[src/verilog/tcu_regs.svh]
// named widths, reset values and timing counts of the three-channel timer
`ifndef TCU_REGS_SVH
`define TCU_REGS_SVH

`define TCU_CNT_W 16
`define TCU_CNT_ZERO 16'h0000
`define TCU_CNT_ONE 16'h0001
`define TCU_SVC_ZERO 2'h0
`define TCU_SVC_ONE 2'h1
`define TCU_SVC_LAST 2'h3
`define TCU_PIN_ZERO 2'h0
`define TCU_PIN_IDLE_OUT 1'b1

`endif

[src/verilog/tcu_pkg.sv]
// types shared by the timer channels and the timer top
package tcu_pkg;
`include "tcu_regs.svh"

   // ---------------------------------------------------------------
   // channel configuration, held steady by the owning logic
   // ---------------------------------------------------------------
   typedef struct packed {
      logic en;
      logic ext_clk;
      logic prescale;
      logic gate;
      logic dual;
      logic cont;
   } tcu_cfg_s;

   typedef struct packed {
      logic [`TCU_CNT_W-1:0] max_a;
      logic [`TCU_CNT_W-1:0] max_b;
   } tcu_lim_s;

   // gray order along idle, first limit, second limit, done
   typedef enum logic [1:0] {
      TCU_IDLE = 2'h0,
      TCU_RUN_A = 2'h1,
      TCU_RUN_B = 2'h3,
      TCU_DONE = 2'h2
   } tcu_phase_e;
endpackage

[src/verilog/tcu_channel.sv]
// one 16-bit timer channel with primary and secondary limit
`timescale 1ns/1ps
`include "tcu_regs.svh"

module tcu_channel (
   input wire logic clock, // cpu clock
   input wire logic rst, // async reset, high
   input tcu_pkg::tcu_cfg_s cfg, // channel mode
   input tcu_pkg::tcu_lim_s lim, // maximum counts
   input wire logic tick, // service slot
   input wire logic src_evt, // external or prescale event pulse
   input wire logic gate_lvl, // gate level
   output logic [`TCU_CNT_W-1:0] count, // count value
   output logic out_lvl, // waveform level
   output logic term // pulse after a limit is reached
);
   import tcu_pkg::*;

   tcu_phase_e phase;
   tcu_phase_e next_phase;
   logic pend;
   logic next_pend;
   logic [`TCU_CNT_W-1:0] next_count;
   logic next_out;
   logic next_term;
   logic running;
   logic step;
   logic wrap;
   logic [`TCU_CNT_W-1:0] lim_act;

   // ---------------------------------------------------------------
   // next state
   // ---------------------------------------------------------------
   always_comb begin
      running = (phase == TCU_RUN_A) || (phase == TCU_RUN_B);
      lim_act = (phase == TCU_RUN_B) ? lim.max_b : lim.max_a;
      // an event between slots is held so it is counted at the next slot
      step = tick && running && cfg.en && (!cfg.gate || gate_lvl) &&
             ((!cfg.ext_clk && !cfg.prescale) || pend || src_evt);
      // limit zero means a full 65536 count
      wrap = step && ((count + `TCU_CNT_ONE) == lim_act);
      next_pend = pend;
      if (tick) begin
         next_pend = 1'b0;
      end
      if (src_evt && !tick) begin
         next_pend = 1'b1;
      end
      next_phase = phase;
      next_count = count;
      next_out = out_lvl;
      next_term = wrap;
      case (phase)
         TCU_IDLE: begin
            next_count = `TCU_CNT_ZERO;
            next_out = `TCU_PIN_IDLE_OUT;
            if (cfg.en) begin
               next_phase = TCU_RUN_A;
            end
         end
         TCU_RUN_A, TCU_RUN_B: begin
            if (!cfg.en) begin
               next_phase = TCU_IDLE;
            end else if (wrap) begin
               next_count = `TCU_CNT_ZERO;
               if (cfg.dual) begin
                  next_out = (phase == TCU_RUN_B);
                  if (phase == TCU_RUN_A) begin
                     next_phase = TCU_RUN_B;
                  end else begin
                     next_phase = cfg.cont ? TCU_RUN_A : TCU_DONE;
                  end
               end else begin
                  next_out = 1'b0;
                  next_phase = cfg.cont ? TCU_RUN_A : TCU_DONE;
               end
            end else begin
               if (step) begin
                  next_count = count + `TCU_CNT_ONE;
               end
               // single limit: low for one service period after the limit
               if (tick && !cfg.dual) begin
                  next_out = 1'b1;
               end
            end
         end
         default: begin
            if (!cfg.en) begin
               next_phase = TCU_IDLE;
            end
            // a one-shot single limit must still end its low pulse after one slot
            if (tick && !cfg.dual) begin
               next_out = 1'b1;
            end
         end
      endcase
   end

   always_ff @(posedge clock or posedge rst) begin
      if (rst) begin
         phase <= TCU_IDLE;
         pend <= 1'b0;
         count <= `TCU_CNT_ZERO;
         out_lvl <= `TCU_PIN_IDLE_OUT;
         term <= 1'b0;
      end else begin
         phase <= next_phase;
         pend <= next_pend;
         count <= next_count;
         out_lvl <= next_out;
         term <= next_term;
      end
   end
endmodule // tcu_channel

[src/verilog/tcu_timer.sv]
// three-channel 16-bit timer with pin sync, service divider and dma request
`timescale 1ns/1ps
`include "tcu_regs.svh"

// Behaviour
// - three independent timers, each with a 16-bit count value
// - first and second timer have one input and one output pin; third none
// - first two timers count or time pin events, or make one-shot or duty waveforms
// - third timer serves as internal delay timer and as prescaler for the others
// - third timer can be selected as the dma request source
// - each timer is serviced once every fourth clock
// - pin clock or gate events take effect within six clocks; a gate change here takes up to seven, as pin_lvl lags pin_rise by one clock
// - timer output pin follows its clock input within six clocks
// - every timer has a maximum count at which its count restarts from zero
// - first two timers alternate between primary and secondary maximum counts
// - cpu clock is the 10 mhz system clock times two
module tcu_timer (
   input wire logic clock, // cpu clock, 20 mhz
   input wire logic rst, // async reset, high
   input tcu_pkg::tcu_cfg_s cfg_first, // first timer mode
   input tcu_pkg::tcu_cfg_s cfg_second, // second timer mode
   input tcu_pkg::tcu_cfg_s cfg_third, // third timer mode
   input tcu_pkg::tcu_lim_s lim_first, // first timer limits
   input tcu_pkg::tcu_lim_s lim_second, // second timer limits
   input wire logic [`TCU_CNT_W-1:0] max_third, // third timer limit
   input wire logic dma_sel, // third timer drives dma request
   input wire logic first_in, // first timer input pin
   input wire logic second_in, // second timer input pin
   output logic first_out, // first timer output pin
   output logic second_out, // second timer output pin
   output logic [`TCU_CNT_W-1:0] count_first, // first count
   output logic [`TCU_CNT_W-1:0] count_second, // second count
   output logic [`TCU_CNT_W-1:0] count_third, // third count
   output logic third_done, // third timer limit pulse
   output logic dma_req // dma request pulse
);
   import tcu_pkg::*;

   // ---------------------------------------------------------------
   // pin synchronisers
   // ---------------------------------------------------------------
   // index 0 is the first timer pin, index 1 the second
   logic [1:0] pin_s1;
   logic [1:0] pin_s2;
   logic [1:0] pin_s3;
   logic [1:0] pin_lvl;
   logic [1:0] next_pin_s1;
   logic [1:0] next_pin_s2;
   logic [1:0] next_pin_s3;
   logic [1:0] next_pin_lvl;
   logic [1:0] pin_agree;
   logic [1:0] pin_rise;

   // a change counts only once stages two and three agree, which filters
   // a metastable settle at the cost of one extra clock of latency
   always_comb begin
      next_pin_s1 = {second_in, first_in};
      next_pin_s2 = pin_s1;
      next_pin_s3 = pin_s2;
      pin_agree = ~(pin_s2 ^ pin_s3);
      next_pin_lvl = (pin_agree & pin_s3) | (~pin_agree & pin_lvl);
      pin_rise = pin_agree & pin_s3 & ~pin_lvl;
   end

   always_ff @(posedge clock or posedge rst) begin
      if (rst) begin
         pin_s1 <= `TCU_PIN_ZERO;
         pin_s2 <= `TCU_PIN_ZERO;
         pin_s3 <= `TCU_PIN_ZERO;
         pin_lvl <= `TCU_PIN_ZERO;
      end else begin
         pin_s1 <= next_pin_s1;
         pin_s2 <= next_pin_s2;
         pin_s3 <= next_pin_s3;
         pin_lvl <= next_pin_lvl;
      end
   end

   // ---------------------------------------------------------------
   // service slot divider
   // ---------------------------------------------------------------
   // the clock input stands for the cpu clock, itself the system clock
   // multiplied up; one service slot every fourth cpu clock caps the count
   // rate at a quarter of the cpu clock
   logic [1:0] svc;
   logic [1:0] next_svc;
   logic tick;

   always_comb begin
      next_svc = svc + `TCU_SVC_ONE;
      tick = (svc == `TCU_SVC_LAST);
   end

   always_ff @(posedge clock or posedge rst) begin
      if (rst) begin
         svc <= `TCU_SVC_ZERO;
      end else begin
         svc <= next_svc;
      end
   end

   // ---------------------------------------------------------------
   // third timer: internal only
   // ---------------------------------------------------------------
   tcu_cfg_s cfg_int;
   tcu_lim_s lim_int;
   logic pre_evt;

   // no pin and no secondary limit, so those mode bits are ignored
   always_comb begin
      cfg_int = cfg_third;
      cfg_int.ext_clk = 1'b0;
      cfg_int.prescale = 1'b0;
      cfg_int.gate = 1'b0;
      cfg_int.dual = 1'b0;
      lim_int.max_a = max_third;
      lim_int.max_b = max_third;
   end

   tcu_channel u_third (
      .clock(clock),
      .rst(rst),
      .cfg(cfg_int),
      .lim(lim_int),
      .tick(tick),
      .src_evt(1'b0),
      .gate_lvl(1'b1),
      .count(count_third),
      .out_lvl(),
      .term(pre_evt)
   );

   assign third_done = pre_evt;

   // ---------------------------------------------------------------
   // first and second timers
   // ---------------------------------------------------------------
   logic evt_first;
   logic evt_second;

   // prescale takes the third timer's limit pulse as the count event
   always_comb begin
      evt_first = cfg_first.ext_clk ? pin_rise[0] : pre_evt;
      evt_second = cfg_second.ext_clk ? pin_rise[1] : pre_evt;
   end

   tcu_channel u_first (
      .clock(clock),
      .rst(rst),
      .cfg(cfg_first),
      .lim(lim_first),
      .tick(tick),
      .src_evt(evt_first),
      .gate_lvl(pin_lvl[0]),
      .count(count_first),
      .out_lvl(first_out),
      .term()
   );

   tcu_channel u_second (
      .clock(clock),
      .rst(rst),
      .cfg(cfg_second),
      .lim(lim_second),
      .tick(tick),
      .src_evt(evt_second),
      .gate_lvl(pin_lvl[1]),
      .count(count_second),
      .out_lvl(second_out),
      .term()
   );

   // ---------------------------------------------------------------
   // dma request
   // ---------------------------------------------------------------
   logic next_dma;

   always_comb begin
      next_dma = dma_sel && pre_evt;
   end

   always_ff @(posedge clock or posedge rst) begin
      if (rst) begin
         dma_req <= 1'b0;
      end else begin
         dma_req <= next_dma;
      end
   end
endmodule // tcu_timer

[config.mk]
export PLATFORM = sky130hd
export DESIGN_NAME = tcu_timer
export DESIGN_NICKNAME = d
export VERILOG_FILES = /design/src/verilog/tcu_pkg.sv /design/src/verilog/tcu_channel.sv /design/src/verilog/tcu_timer.sv
export VERILOG_INCLUDE_DIRS = /design/src /design/src/verilog
export SDC_FILE = /design/constraint.sdc
export NUM_CORES = 1
export LEC_CHECK = 0
export BUFFER_PORTS_ARGS = -buffer_cell sky130_fd_sc_hd__buf_2
export CAP_MARGIN = 20
export CORE_MARGIN = 2
export CORE_UTILIZATION = 30
export DETAILED_ROUTE_END_ITERATION = 7
export PLACE_DENSITY = 0.59
export RECOVER_POWER = 100
export SYNTH_ARGS = -nofsm -noshare
export SYNTH_HDL_FRONTEND = slang
export SYNTH_SLANG_ARGS = --single-unit
[constraint.sdc]
create_clock -name clock -period 3.8 [get_ports clock]
set_clock_uncertainty 0.05 [all_clocks]
set_input_delay 0.57 -clock clock [delete_from_list [all_inputs] [get_ports clock]]
set_output_delay 0.57 -clock clock [all_outputs]
set_load 0.02 [all_outputs]
==> impl_metrics.yaml <==
detailed_routing:
  vias: 5039
  firstDrtPassIters: 4
  viasPerCell: 5.17
  drtAntennaViolNets: 0
  wl_per_cell_um: 15.3
  drt_wl_total_um: 14900
  dr.first_iter.drc_count: 288
  drc: 0
synth:
  netlist_area_mm2: 0.00532
  async_flop_share: 1.00
  yosysWarnings: 0
  syn_nets: 717
  syn_avg_cell_area_um2: 8.75
  synth-seq-cells: 70
  synth-edff-count: 0
  netlist_instances: 608
  synth.distinct_cells: 70
  ys_seq_area_frac: 0.330
  synth_ff_type: "dfrtp_1"
layout:
  utilization: 0.375
  layout_common_cells: "98 x buf_2, 68 x dfrtp_1, 57 x clkbuf_1, 45 x xnor2_1, 45 x nand2_1"
  stdcell_area_mm2: 0.00649
  syn_to_final_growth_pct: 22.0
  final_common_cell: "buf_2"
  final_layout_size_suffix_gt1_frac: 0.186
  layout.nets: 853
grt:
  globalRouteMet3Util: 0.0330
  grt_pass1_vias: 4725
  grtUsageMet2: 0.246
  grt_use_met1: 0.230
  grt_max_degree: 71
  grt_usage: 0.163
  grt_overflow_total: 0
  grt_antenna_before_repair: 3
  grt_pass1_wl_um: 24100
  grt-busiest-layer: "met2"
critical_path:
  required_ps: 3970
  path_class: "flop to flop"
  arrival_ps: 3670
  crit_path_start_kind: "flop"
  endpoint_kind: "flop"
  crit_fanout: 14
sta:
  period_share: 0.922
  setup_violations: 0
  fin_hold_ws_ps: 289
  period_minus_slack_ps: 3500
  setup_tns_ps: 0
  timing.fmax_mhz: 286
  rsz0062_at_grt: "no"
  tightest_slew_ps: 1870
  hold_violations: 0
  slew_violations: 71
  max-slew-margin-rel: -0.247
clock_network:
  cts_buffer_depth: 2
  cts.root.buffer_cell: "clkbuf_16"
  cts_made_buffers: 9
  clock-sinks: 70
  clkSlewWorstSetupHoldPaths_ps: 60
  cts-resized-gates: 0
  htree_levels: 3
  holdBufCountCts: 0
  cts_setup_buffers: 0
  clk_latency_ps: 340
  cts_tree: "yes"
job:
  drv_cap: 1
die:
  ioPinCount: 155
  start_util: 0.308
  coreArea_mm2: 0.0173
  die_area_mm2: 0.0188
  row_count: 48
  die_w_um: 137
  die_h_um: 137
placed_design:
  io_buffer_count: 150
  place_area_mm2: 0.00628
  dp_hpwl_um: 11000
  routabilityCongestion: 0.797
pwr:
  p_leak_uw: 0.00292
  power.density_mw_per_mm2: 275
  irDropWorstVdd_mv: 0.196
run_status:
  outcome: "complete, but fails checks"
  violations: "max-capacitance violations, max-slew violations"
worst_hold_path:
  hold_class: "primary input to flop"
==> power breakdown <==
group / internal [uW] / leakage (uW) / switching (uW)
Sequential: 757 / 0.000939 / 9.99
Clock: 509 / 0.000135 / 328
Combinational: 89.0 / 0.00185 / 91.3
Total: 1360 / 0.00292 / 429
==> synth_stat cells (4+ instances only) <==
master	number	area, um2
and2_1	5	31.3
nor3_1	24	120
or3_1	13	81.3
nand3_1	40	200
nor2b_1	5	31.3
a31oi_1	8	50.1
and4_1	7	61.3
clkbuf_1	23	86.3
buf_2	12	60.1
a211o_1	6	52.6
xor2_1	16	140
mux2i_1	30	300
o21ai_0	24	120
a22o_1	5	43.8
dfrtp_1	68	1700
o21a_1	6	45.0
nand2b_1	4	25.0
a21o_1	10	75.1
xnor2_1	45	394
nand2_1	45	169
nor2_1	30	113
o22ai_1	4	25.0
nand4_1	22	138
a221o_1	6	60.1
a21boi_0	7	52.6
ha_1	6	75.1
a211oi_1	7	52.6
o211ai_1	5	37.5
nor4_1	9	56.3
nor3b_1	7	52.6
a21oi_1	21	105
and3_1	13	81.3
inv_1	21	78.8
==> worst max-delay path, cell delays in order (launching register included) <==
cell	delay, ps
dfrtp_1	460
ha_1	310
nand4_1	250
nor4_1	470
xor3_1	290
nor3_1	270
nand4_1	270
o21bai_4	320
clkbuf_2	340
nor2_1	80
a211o_1	260
==> flip-flops by register name, summed over array words and instances, names as in the netlist, 2 cells and up, named ones only <==
signal	cells
u_first.phase	2
next_pin_s3	2
u_second.count	16
u_second.phase	2
next_pin_s2	2
pin_s3	2
u_third.phase	2
u_first.count	16
svc	2
u_third.count	16
==> stage by stage <==
stage          total power [uW]  std cells  setup slack [ps]
2_1_floorplan               881        608               751
3_3_place_gp                962        958               457
3_5_place_dp                965        958               411
4_1_cts                    1820        974               386
5_1_grt                    1870        974              53.6
6_report                   1780        975               298
==> kinds of logic after synthesis <==
logic type / synth area share
muxes: 0.0607
AOI/OAI and AO/OA: 0.180
buffers and inverters: 0.0487
and+or+nand+nor: 0.249
adders and majority gates: 0.0141
xor gates and xnor gates: 0.118
DFF: 0.330
==> final timing paths <==
kind | start | end | slack [ps] | depth (start not counted)
setup / recovery | u_third.count[0] | u_third.count[13] | 300 | 10
hold / removal | second_in | next_pin_s2[1] | 290 | 1
setup reg to reg | u_third.count[0] | u_third.count[13] | 300 | 10
hold reg to reg | next_pin_s2[0] | next_pin_s3[0] | 300 | 0
max in group asynchronous | rst | u_first.count[9] | 1730 | 3
min in group asynchronous | rst | u_first.count[1] | 810 | 3
==> routing by layer <==
layer  share of wire  wire, um
met1            0.48      7180
met2            0.45      6650
met3           0.057       847
met4           0.016       238
met5         0.00047         7
==> area by class of cell <==
cell class / count / area, um2
fill: 1837 / 10800
multi-input combinational: 477 / 3300
sequential: 70 / 1750
timing repair buffer: 165 / 791
tap: 225 / 282
clock buffer: 14 / 244
inverter: 21 / 78.8
clock inverter: 2 / 35.0
antenna: 1 / 2.50
(Power assumes the default switching activity.)
